File: src/rtl/bsf_pkg.sv
// package: constants and carrier types for the block-sync flywheel and sleep timer
// ----------------------------------------------------------------------------
// Summary of operation
// - after first sync, capture decode/idle flags per block
// - predict next sync; early sync restarts prediction
// - prediction expiry: set sync flag, clear lock
// - reading pending flags clears timeout flag
// - countdown write loads 1..255 seconds, starts timer
// - timer expiry sets timeout flag and interrupt
// - timeout mask gates timer interrupt onto line
// - status holds decode bit 6, idle bit 5
// ----------------------------------------------------------------------------
package bsf_pkg;
   localparam int unsigned CLK_HZ = 125_000_000;
   localparam int unsigned TICK_CYCLES = CLK_HZ;
   // received block layout, counted in bits from the end of the sync word
   localparam int unsigned BLOCK_BITS = 420;
   localparam int unsigned DEC_POS = 10;
   localparam int unsigned IDLE_POS = 11;
   localparam int unsigned SYNC_WINDOW = 4;
   // status and flag bit positions
   localparam int unsigned ST_LOCK_BIT = 7;
   localparam int unsigned ST_DEC_BIT = 6;
   localparam int unsigned ST_IDLE_BIT = 5;
   localparam int unsigned FL_SYNC_BIT = 7;
   localparam int unsigned FL_DEC_BIT = 6;
   localparam int unsigned FL_IDLE_BIT = 5;
   localparam int unsigned FL_TIME_BIT = 3;
   localparam logic [7:0] STATUS_RST = 8'h00;
   localparam logic [7:0] FLAGS_RST = 8'h00;
   localparam logic [7:0] MASK_RST = 8'h00;

   typedef enum logic [1:0] {
      BSF_SEARCH = 2'b00,
      BSF_LOCKED = 2'b01
   } bsf_state_t;

   typedef struct packed {
      logic bit_valid;
      logic bit_value;
      logic sync_found;
   } bsf_rx_t;

   typedef struct packed {
      logic wr_valid;
      logic [7:0] seconds;
   } bsf_timer_wr_t;
endpackage

File: src/rtl/bsf_top.sv
// module: block-sync flywheel, status flags, sleep timer and interrupt line
`timescale 1ns/10ps
`default_nettype none
module bsf_top #(
   parameter int unsigned TICK_CYCLES = bsf_pkg::TICK_CYCLES,
   parameter int unsigned BLOCK_BITS = bsf_pkg::BLOCK_BITS
) (
   input wire logic i_clk,
   input wire logic i_arst_n,
   input wire bsf_pkg::bsf_rx_t i_rx,
   input wire bsf_pkg::bsf_timer_wr_t i_timer_wr,
   input wire logic i_flags_rd,
   input wire logic [7:0] i_irq_mask,
   output logic [7:0] o_status,
   output logic [7:0] o_flags,
   output logic o_symbols_valid,
   output logic o_search,
   output logic o_interrupt_line_n_out,
   output logic o_interrupt_line_n_oe
);
   // ----------------------------------------------------------------------------
   // flywheel
   // ----------------------------------------------------------------------------
   bsf_pkg::bsf_state_t st_q, st_d;
   logic [9:0] bitcnt_q, bitcnt_d;
   logic [7:0] status_q, status_d;
   logic [7:0] flags_q, flags_d;
   logic [7:0] secs_q, secs_d;
   logic running_q, running_d;
   logic irq_q, irq_d;
   logic search_q, search_d;
   logic tick;
   logic expire;
   logic timer_done;

   assign expire = (st_q == bsf_pkg::BSF_LOCKED) && i_rx.bit_valid &&
      (bitcnt_q == 10'(BLOCK_BITS + bsf_pkg::SYNC_WINDOW - 1));

   always_comb begin
      st_d = st_q;
      bitcnt_d = bitcnt_q;
      status_d = status_q;
      flags_d = flags_q;
      if (i_flags_rd) begin
         flags_d = bsf_pkg::FLAGS_RST;
      end
      case (st_q)
         bsf_pkg::BSF_SEARCH: begin
            if (i_rx.sync_found) begin
               st_d = bsf_pkg::BSF_LOCKED;
               bitcnt_d = 10'h000;
               status_d[bsf_pkg::ST_LOCK_BIT] = 1'b1;
               flags_d[bsf_pkg::FL_SYNC_BIT] = 1'b1;
            end
         end
         bsf_pkg::BSF_LOCKED: begin
            if (i_rx.sync_found) begin
               bitcnt_d = 10'h000;
               flags_d[bsf_pkg::FL_SYNC_BIT] = 1'b1;
            end else if (expire) begin
               st_d = bsf_pkg::BSF_SEARCH;
               flags_d[bsf_pkg::FL_SYNC_BIT] = 1'b1;
               status_d = bsf_pkg::STATUS_RST;
            end else if (i_rx.bit_valid) begin
               bitcnt_d = bitcnt_q + 10'h001;
               // flags update as their positions are counted in
               if (bitcnt_q == 10'(bsf_pkg::DEC_POS)) begin
                  status_d[bsf_pkg::ST_DEC_BIT] = i_rx.bit_value;
                  flags_d[bsf_pkg::FL_DEC_BIT] = 1'b1;
               end
               if (bitcnt_q == 10'(bsf_pkg::IDLE_POS)) begin
                  status_d[bsf_pkg::ST_IDLE_BIT] = i_rx.bit_value;
                  flags_d[bsf_pkg::FL_IDLE_BIT] = 1'b1;
               end
            end
         end
         default: begin
            st_d = bsf_pkg::BSF_SEARCH;
         end
      endcase
      search_d = (st_d == bsf_pkg::BSF_SEARCH);
      // set wins over the read-clear
      if (timer_done) begin
         flags_d[bsf_pkg::FL_TIME_BIT] = 1'b1;
      end
   end

   // search gets a flop of its own so the pin never decodes the state word
   always_ff @(posedge i_clk or negedge i_arst_n) begin
      if (!i_arst_n) begin
         st_q <= bsf_pkg::BSF_SEARCH;
         bitcnt_q <= 10'h000;
         status_q <= bsf_pkg::STATUS_RST;
         flags_q <= bsf_pkg::FLAGS_RST;
         search_q <= 1'b1;
      end else begin
         st_q <= st_d;
         bitcnt_q <= bitcnt_d;
         status_q <= status_d;
         flags_q <= flags_d;
         search_q <= search_d;
      end
   end

   // ----------------------------------------------------------------------------
   // sleep timer
   // ----------------------------------------------------------------------------
   bsf_tick_div #(
      .DIV(TICK_CYCLES)
   ) u_div (
      .i_clk(i_clk),
      .i_arst_n(i_arst_n),
      .i_restart(i_timer_wr.wr_valid),
      .o_tick(tick)
   );

   assign timer_done = running_q && tick && (secs_q == 8'h01) && !i_timer_wr.wr_valid;

   always_comb begin
      secs_d = secs_q;
      running_d = running_q;
      if (i_timer_wr.wr_valid) begin
         secs_d = i_timer_wr.seconds;
         running_d = (i_timer_wr.seconds != 8'h00);
      end else if (running_q && tick) begin
         secs_d = secs_q - 8'h01;
         if (secs_q == 8'h01) begin
            running_d = 1'b0;
         end
      end
   end

   // load and divider restart share one edge, so the first second is a whole one
   always_ff @(posedge i_clk or negedge i_arst_n) begin
      if (!i_arst_n) begin
         secs_q <= 8'h00;
         running_q <= 1'b0;
      end else begin
         secs_q <= secs_d;
         running_q <= running_d;
      end
   end

   // ----------------------------------------------------------------------------
   // interrupt line: pending flags gated by mask
   // ----------------------------------------------------------------------------
   always_comb begin
      irq_d = |(flags_d & i_irq_mask);
   end

   always_ff @(posedge i_clk or negedge i_arst_n) begin
      if (!i_arst_n) begin
         irq_q <= 1'b0;
      end else begin
         irq_q <= irq_d;
      end
   end

   assign o_status = status_q;
   assign o_flags = flags_q;
   assign o_symbols_valid = status_q[bsf_pkg::ST_LOCK_BIT];
   assign o_search = search_q;
   assign o_interrupt_line_n_out = 1'b0;
   assign o_interrupt_line_n_oe = irq_q;

   // ----------------------------------------------------------------------------
   // checks
   // ----------------------------------------------------------------------------
   a_loss_clears_lock: assert property (@(posedge i_clk) disable iff (!i_arst_n)
      expire && !i_rx.sync_found |=> !o_status[bsf_pkg::ST_LOCK_BIT] &&
      o_flags[bsf_pkg::FL_SYNC_BIT]) else $error("sync loss not reported");
   a_read_clears_time: assert property (@(posedge i_clk) disable iff (!i_arst_n)
      i_flags_rd && !timer_done |=> !o_flags[bsf_pkg::FL_TIME_BIT])
      else $error("timeout flag not cleared by read");
   a_timer_sets_flag: assert property (@(posedge i_clk) disable iff (!i_arst_n)
      timer_done |=> o_flags[bsf_pkg::FL_TIME_BIT]) else $error("timeout flag not set");
   a_load_starts: assert property (@(posedge i_clk) disable iff (!i_arst_n)
      i_timer_wr.wr_valid && i_timer_wr.seconds != 8'h00 |=> running_q &&
      secs_q == $past(i_timer_wr.seconds)) else $error("countdown not loaded");
   a_mask_gates_irq: assert property (@(posedge i_clk) disable iff (!i_arst_n)
      timer_done && !i_irq_mask[bsf_pkg::FL_TIME_BIT] &&
      (flags_d & i_irq_mask & 8'hf7) == 8'h00 |=> !o_interrupt_line_n_oe)
      else $error("masked timer interrupt reached line");
   a_mask_passes_irq: assert property (@(posedge i_clk) disable iff (!i_arst_n)
      timer_done && i_irq_mask[bsf_pkg::FL_TIME_BIT] |=> o_interrupt_line_n_oe)
      else $error("unmasked timer interrupt missing");
   a_oe_needs_flag: assert property (@(posedge i_clk) disable iff (!i_arst_n)
      o_interrupt_line_n_oe |-> (o_flags & $past(i_irq_mask)) != 8'h00)
      else $error("interrupt line active without a masked-in flag");
   a_sync_restarts: assert property (@(posedge i_clk) disable iff (!i_arst_n)
      st_q == bsf_pkg::BSF_LOCKED && i_rx.sync_found |=> bitcnt_q == 10'h000 && !o_search)
      else $error("early sync did not restart prediction");
   a_dec_capture: assert property (@(posedge i_clk) disable iff (!i_arst_n)
      st_q == bsf_pkg::BSF_LOCKED && i_rx.bit_valid && !i_rx.sync_found && !expire &&
      bitcnt_q == 10'(bsf_pkg::DEC_POS) |=>
      o_status[bsf_pkg::ST_DEC_BIT] == $past(i_rx.bit_value))
      else $error("decode flag not captured");
   a_idle_capture: assert property (@(posedge i_clk) disable iff (!i_arst_n)
      st_q == bsf_pkg::BSF_LOCKED && i_rx.bit_valid && !i_rx.sync_found && !expire &&
      bitcnt_q == 10'(bsf_pkg::IDLE_POS) |=>
      o_status[bsf_pkg::ST_IDLE_BIT] == $past(i_rx.bit_value))
      else $error("idle flag not captured");
   a_tick_decrements: assert property (@(posedge i_clk) disable iff (!i_arst_n)
      running_q && tick && !i_timer_wr.wr_valid |=> secs_q == $past(secs_q) - 8'h01)
      else $error("countdown did not step");
   a_timer_holds_idle: assert property (@(posedge i_clk) disable iff (!i_arst_n)
      !running_q && !i_timer_wr.wr_valid |=> $stable(secs_q))
      else $error("stopped countdown moved");
   a_flags_sticky: assert property (@(posedge i_clk) disable iff (!i_arst_n)
      !i_flags_rd |=> (o_flags & $past(o_flags)) == $past(o_flags))
      else $error("pending flag dropped without a read");
   a_search_holds_status: assert property (@(posedge i_clk) disable iff (!i_arst_n)
      o_search && !i_rx.sync_found |=> o_search && $stable(o_status))
      else $error("status changed while searching");
   a_lock_on_sync: assert property (@(posedge i_clk) disable iff (!i_arst_n)
      o_search && i_rx.sync_found |=> !o_search && o_status[bsf_pkg::ST_LOCK_BIT] &&
      o_flags[bsf_pkg::FL_SYNC_BIT]) else $error("first sync did not lock");
   a_loss_to_search: assert property (@(posedge i_clk) disable iff (!i_arst_n)
      expire && !i_rx.sync_found |=> o_search && !o_symbols_valid)
      else $error("sync loss did not return to search");
   a_count_steps: assert property (@(posedge i_clk) disable iff (!i_arst_n)
      st_q == bsf_pkg::BSF_LOCKED && i_rx.bit_valid && !i_rx.sync_found && !expire |=>
      bitcnt_q == $past(bitcnt_q) + 10'h001) else $error("bit counter did not step");

   // ----------------------------------------------------------------------------
   // coverage
   // ----------------------------------------------------------------------------
   c_lock: cover property (@(posedge i_clk) disable iff (!i_arst_n) o_search ##1 !o_search);
   c_loss: cover property (@(posedge i_clk) disable iff (!i_arst_n) expire);
   c_timeout: cover property (@(posedge i_clk) disable iff (!i_arst_n) timer_done);
   c_restart: cover property (@(posedge i_clk) disable iff (!i_arst_n)
      st_q == bsf_pkg::BSF_LOCKED && i_rx.sync_found);
   c_masked_timeout: cover property (@(posedge i_clk) disable iff (!i_arst_n)
      timer_done && !i_irq_mask[bsf_pkg::FL_TIME_BIT]);
endmodule
`default_nettype wire

File: src/rtl/bsf_tick_div.sv
// module: divides the clock down to a one-cycle tick
`timescale 1ns/10ps
`default_nettype none
module bsf_tick_div #(
   parameter int unsigned DIV = 125_000_000
) (
   input wire logic i_clk,
   input wire logic i_arst_n,
   input wire logic i_restart,
   output logic o_tick
);
   logic [31:0] cnt_q, cnt_d;
   logic tick_q, tick_d;

   // restart realigns so a freshly loaded count gets full seconds
   always_comb begin
      tick_d = 1'b0;
      cnt_d = cnt_q + 32'h0000_0001;
      if (i_restart) begin
         cnt_d = 32'h0000_0000;
      end else if (cnt_q == 32'(DIV - 1)) begin
         cnt_d = 32'h0000_0000;
         tick_d = 1'b1;
      end
   end

   always_ff @(posedge i_clk or negedge i_arst_n) begin
      if (!i_arst_n) begin
         cnt_q <= 32'h0000_0000;
         tick_q <= 1'b0;
      end else begin
         cnt_q <= cnt_d;
         tick_q <= tick_d;
      end
   end

   assign o_tick = tick_q;
endmodule
`default_nettype wire

File: config.mk
export PLATFORM = sky130hd
export DESIGN_NAME = bsf_top
export DESIGN_NICKNAME = d
export VERILOG_FILES = /design/src/rtl/bsf_pkg.sv /design/src/rtl/bsf_top.sv /design/src/rtl/bsf_tick_div.sv
export SDC_FILE = /design/constraint.sdc
export NUM_CORES = 1
export LEC_CHECK = 0
export BUFFER_PORTS_ARGS = -buffer_cell sky130_fd_sc_hd__buf_4
export CORE_MARGIN = 5
export CORE_UTILIZATION = 35
export CTS_CLUSTER_SIZE = 10
export DETAILED_ROUTE_END_ITERATION = 16
export HOLD_SLACK_MARGIN = 0.03
export PLACE_DENSITY = 0.49
export REMOVE_ABC_BUFFERS = 1
export SLEW_MARGIN = 20
export SYNTH_ARGS = -nofsm -noshare
export SYNTH_HDL_FRONTEND = slang
export SYNTH_SLANG_ARGS = --single-unit
File: constraint.sdc
create_clock -name i_clk -period 2.4 [get_ports i_clk]
set_clock_uncertainty 0.05 [all_clocks]
set_input_delay 0.24 -clock i_clk [delete_from_list [all_inputs] [get_ports i_clk]]
set_output_delay 0.24 -clock i_clk [all_outputs]
set_load 0.005 [all_outputs]
# Yosys cells after proc, flatten, opt, wreduce, memory -nomap -nowiden
# Cells that the tools add are included.
[op_classes]
n_reduce_logical = 21
n_addsub = 3
muxes = 38
n_eq_ne = 11
n_bitwise = 2
[ops]
columns = ["cell", "n"]
rows = [
  ["32-bit two-way mux", 2],
  ["10-bit two-way mux", 4],
  ["32-bit by 1-bit adder with 32-bit output (second input constant)", 1],
  ["32-bit by 27-bit equality test with 1-bit output (second input constant)", 1],
  ["8-bit two-way mux", 4],
  ["10-bit by 4-bit equality test with 1-bit output (second input constant)", 2],
  ["10-bit case mux with 2 select lines", 1],
  ["2-bit two-way mux", 9],
  ["4-bit AND reduction", 4],
  ["1-bit two-way mux", 15],
  ["2-bit nonzero test", 6],
  ["10-bit by 1-bit adder with 10-bit output (second input constant)", 1],
  ["10-bit by 9-bit equality test with 1-bit output (second input constant)", 1],
  ["8-bit AND", 1],
  ["8-bit by 1-bit equality test with 1-bit output (second input constant)", 1],
  ["8-bit nonzero test", 1],
  ["8-bit OR reduction", 1],
  ["8-bit by 1-bit subtractor with 8-bit output (second input constant)", 1],
  ["2-bit inequality test (second input constant)", 3],
  ["3-bit inequality test (second input constant)", 2],
  ["1-bit logical AND", 5],
  ["2-bit logical NOT", 2],
  ["1-bit case mux with 2 select lines", 2],
  ["2-bit case mux with 2 select lines", 1],
  ["other kinds (4)", 4],
]
[totals]
register_bits = 67
in_bits = 23

# Logic depth before layout (Yosys ltp)
[logic_depth]
ltp_word = 8
depth_mapped = 7
ltp_nobuf = 6

# Cells and area by module
# Synthesis repeated with hierarchy kept, for this count alone.
[hier_totals]
hier_cells = 372
hier_area_um2 = 3654.8
[modules_own_cells]
columns = ["module", "area_per_inst_um2", "n_inst", "cells_each", "seq_area_each_um2"]
rows = [
  ["bsf_tick_div", 1859.3, 1, 183, 825.8],
  ["bsf_top", 1795.5, 1, 189, 852.1],
]

# Worst setup path after synthesis
# No wires, ideal clock.
[synth_timing]
kind = "reg-to-reg"
start = "reg u_div.cnt_q[0]"
end = "reg u_div.cnt_q[28]"
path_stages_with_launch = 7
period_less_slack_ps = 1889
n_path_buf = 0
t_arrival_ps = 1719
path_slack_ps = 511
t_required_ps = 2229
setup_ps = 121
path_cell_list = "dfrtp_1 -> ha_1 -> nand3_1 -> or4_4 -> nor4_4 -> a31o_2 -> a21oi_1"
[synth_between]
elab_chain_cells = 3
elab_cells_between_ends = 4
cone_classes = "add/sub (1); eq/ne (1); mux (2)"
[synth_lines]
columns = ["element", "line_no", "rtl"]
rows = [
  ["start, declared", "bsf_tick_div.sv:12", "logic [31:0] cnt_q, cnt_d;"],
  ["start signal, assigned", "bsf_tick_div.sv:32", "cnt_q <= cnt_d;"],
  ["32-bit by 1-bit adder with 32-bit output or 32-bit by 27-bit equality test with 1-bit output (tied branches)", "bsf_tick_div.sv:18, bsf_tick_div.sv:21", ""],
  ["32-bit two-way mux (*)", "bsf_tick_div.sv:21", "end else if (cnt_q == 32'(DIV - 1)) begin"],
  ["32-bit two-way mux (*)", "bsf_tick_div.sv:19", "if (i_restart) begin"],
  ["named net u_div.cnt_d[28]", "bsf_tick_div.sv:12", ""],
]
# Mark *: on every way through the listed nets, which the timed path passes. The rest lies on a longest branch.
# A chain may end at the register's enable or synchronous reset.

# Worst setup path in the final report
[layout_timing]
start = "reg u_div.cnt_q[18]"
end = "reg u_div.cnt_q[18]"
# The elaborated chain is that of the path after synthesis.

==> impl_metrics.csv <==
group,metric,value,unit
floorplanning,initial_core_util,35.97,%
global_routing,grt_pass1_wl,12830,µm
routing,drtIter0Drc,140,
power_and_ir_drop,p_total,2.249,mW
synth,synth-edff-count,0,
clocking,tritoncts,"yes",
sta,whs,0.06935,ns
placement,place_ws,0.2780,ns
synth,synth_seq_cells,67,
power_and_ir_drop,vdd_drop_max,0.0001987,V
cells_and_area,diodes,0,
cells_and_area,finish.utilization,41.82,%
routing,drc,0,
routing,ant_nets,0,
synth,synth.yosys.warnings,0,
cells_and_area,fill_cells,971,
cells_and_area,final_nets,426,
floorplanning,chipWidth,110.2,µm
power_and_ir_drop,p_int,1.700,mW
global_routing,antenna_found_initial,0,
power_and_ir_drop,leakage,1.785,nW
clocking,clock_path_buffers,2,
floorplanning,io_pins,43,
power_and_ir_drop,comb_power_share,7.9,%
clocking,cts_buffers,9,
power_and_ir_drop,power_density,550.1,nW/µm²
critical_path,critPathMaxFanout,32,
critical_path,endpoint_kind,"flop",
sta,period_minus_slack,2.099,ns
sta,setup_tns,0,ns
global_routing,grt_pass1_vias,2650,
clocking,cts.htree.levels,3,
synth,synth.top_cell.area_share,46.98,%
power_and_ir_drop,p_clk_share,38.5,%
critical_path,path_class,"reg2reg",
floorplanning,die_area,12150,µm²
sta,final-hold-violation-count,0,
critical_path,endpoint,"u_div.cnt_q[18]",
global_routing,grt_overflow,0,
synth,yosys-top-cells-area,"dfrtp_1 (47%), xor2_1 (6.2%), nor2_1 (5.1%), xnor2_1 (3.5%), nand3_1 (3.0%)",
cells_and_area,area_delta_synth_final,16.26,%
sta,fmax,476.5,MHz
clocking,clkTransAtPathRegs,0.07,ns
sta,slew_headroom,43.26,%
critical_path,r2r_end,"u_div.cnt_q[18]",
synth,yosysSeqAreaShare,47.72,%
hold_path,hold_path_class,"in2reg",
critical_path,rrSetupSlack,0.30,ns
global_routing,grtUsageTotal,13.53,%
power_and_ir_drop,switchingPower,0.5486,mW
critical_path,reg2reg_from,"u_div.cnt_q[18]",
synth,yosysTopAreaCell,"dfrtp_1",
sta,rsz0062_at_grt,"no",
clocking,clock_latency,0.34,ns
routing,finalWirelength,7650,µm
critical_path,worstPathRequired,2.56,ns
critical_path,worst-r2r-cell-count,5,
sta,worst_pin_slew,0.8511,ns
synth,netlist_area,3516,µm²
routing,dr.pass1.iters,6,
global_routing,grt_max_degree,68,
routing,viasPerCell,5.082,
synth,synth_cells,356,
power_and_ir_drop,switching_share,24.40,%
sta,slew_viol_final,0,
routing,post_drt_wl_per_cell,14.27,µm
sta,setup_viol,0,
critical_path,cp.arrival,2.26,ns
placement,hpwl,5415,µm
critical_path,startpoint,"u_div.cnt_q[18]",
placement,port_buffers,36,
cells_and_area,layout_common_cells,"dfrtp_1 (66), nor2_1 (48), buf_4 (38)",
routing,vias,2724,
synth,synthFlopType,"dfrtp_1",
cells_and_area,drive_gt1_share,17.62,%
clocking,clock-sinks,67,
critical_path,critPathLaunchType,"flop",
power_and_ir_drop,power_frac_seq,53.5,%
floorplanning,num_rows,36,
run,drv_cap,0,
run_status,outcome,"complete, no violations",
synth,avgSynthCellArea,9.876,µm²
floorplanning,die_h,110.2,µm
cells_and_area,multiInputGateArea,1714,µm²
sta,min_period_over_period,87.45,%
clocking,root_buffer,"clkbuf_8",
synth,postSynth.asyncResetShare,100.0,%
cells_and_area,regArea,1678,µm²
synth,synth_cell_type_count,54,
cells_and_area,final_common_cell,"dfrtp_1",
floorplanning,coreArea,9774,µm²
placement,routabilityCongestion,0.8016,
sta,setup_slack,0.3012,ns
-- critical path: stages, from the launching register on --
cell      delay (ns)
dfrtp_1         0.43
nor4b_1         0.34
nand4_1         0.18
or4_4           0.57
nand2b_4        0.30
nor2_1          0.09
-- synth_stat cells, types with 3 or more instances --
cell and count:
a21oi_1 6, a22oi_1 4, a31oi_1 3, and3_1 8, buf_4 7, buf_6 3, clkbuf_1 5, dfrtp_1 66
ha_1 5, inv_1 11, nand2_1 27, nand3_1 21, nand3b_1 3, nand4_1 14, nor2_1 48, nor2b_1 6
nor3_1 7, nor4_1 6, nor4_2 3, o21ai_0 20, or2_2 3, or4_1 3, or4_4 3, xnor2_1 14
xor2_1 25
-- how the worst min path moves through the flow --
| stage | start | to | slack (ns) | cells after the start |
|---|---|---|---|---|
| floorplan | i_arst_n | bitcnt_q[0] | -0.11 | 0 |
| global placement | i_arst_n | o_flags[1] | 0.36 | 1 |
| detailed placement | i_arst_n | o_flags[1] | 0.36 | 1 |
| CTS | i_timer_wr[5] | secs_q[5] | 0.05 | 3 |
| global route | i_irq_mask[3] | o_interrupt_line_n_oe | 0.07 | 3 |
| finish | i_timer_wr[4] | secs_q[4] | 0.07 | 3 |
-- logic make-up after synthesis --
logic type / Yosys count / synth area share (%)
and+or+nand+nor: 166 / 26.73
other: 1 / 0.1067
adders and majority gates: 5 / 1.779
buffers and inverters: 26 / 4.164
AOI/OAI and AO/OA: 50 / 9.218
muxes: 2 / 0.5694
xor gates and xnor gates: 39 / 9.715
DFF: 67 / 47.72
-- per-layer routing --
layer | track usage, % | share of wire, %
met2 | 20.23 | 43
met3 | 3.611 | 5.0
met5 | 0 | 0
met1 | 18.78 | 51
met4 | 5.013 | 0.99
-- layout make-up --
cell class	instances	area share (%)
clock buffers	14	4.224
clock inverters	2	0.2449
inverters	11	1.010
multi-input cells	269	41.93
flip-flops and latches	67	41.05
well taps	133	4.071
repair buffers	40	7.469
-- power groups by stage --
stage          Clock, mW  Combinational [mW]  Sequential (mW)
2_1_floorplan          0              0.0888             1.21
6_report           0.867               0.179             1.20
4_1_cts            0.908               0.183             1.20
3_3_place_gp           0               0.178             1.22
3_5_place_dp           0               0.181             1.22
5_1_grt            0.945               0.207             1.21
-- sequential cells by signal, summed over array words and instances (netlist names) --
signal,count
o_search,1
running_q,1
o_flags,8
u_div.cnt_q,32
st_q,2
u_div.o_tick,1
bitcnt_q,10
o_interrupt_line_n_oe,1
secs_q,8
o_status,3
-- per-stage QoR --
step | instances | cell area [µm²]
2_1_floorplan | 347 | 3433
3_3_place_gp | 518 | 3885
3_5_place_dp | 518 | 3885
4_1_cts | 536 | 4088
5_1_grt | 536 | 4088
6_report | 536 | 4088
-- what timing repair did --
action | CTS | global route
hold endpoints to repair | 67 | 0
setup buffers | 0 | 0
hold buffers | 2 | 0
gates resized for setup | 0 | 0
Power figures use the tool's default switching activity.
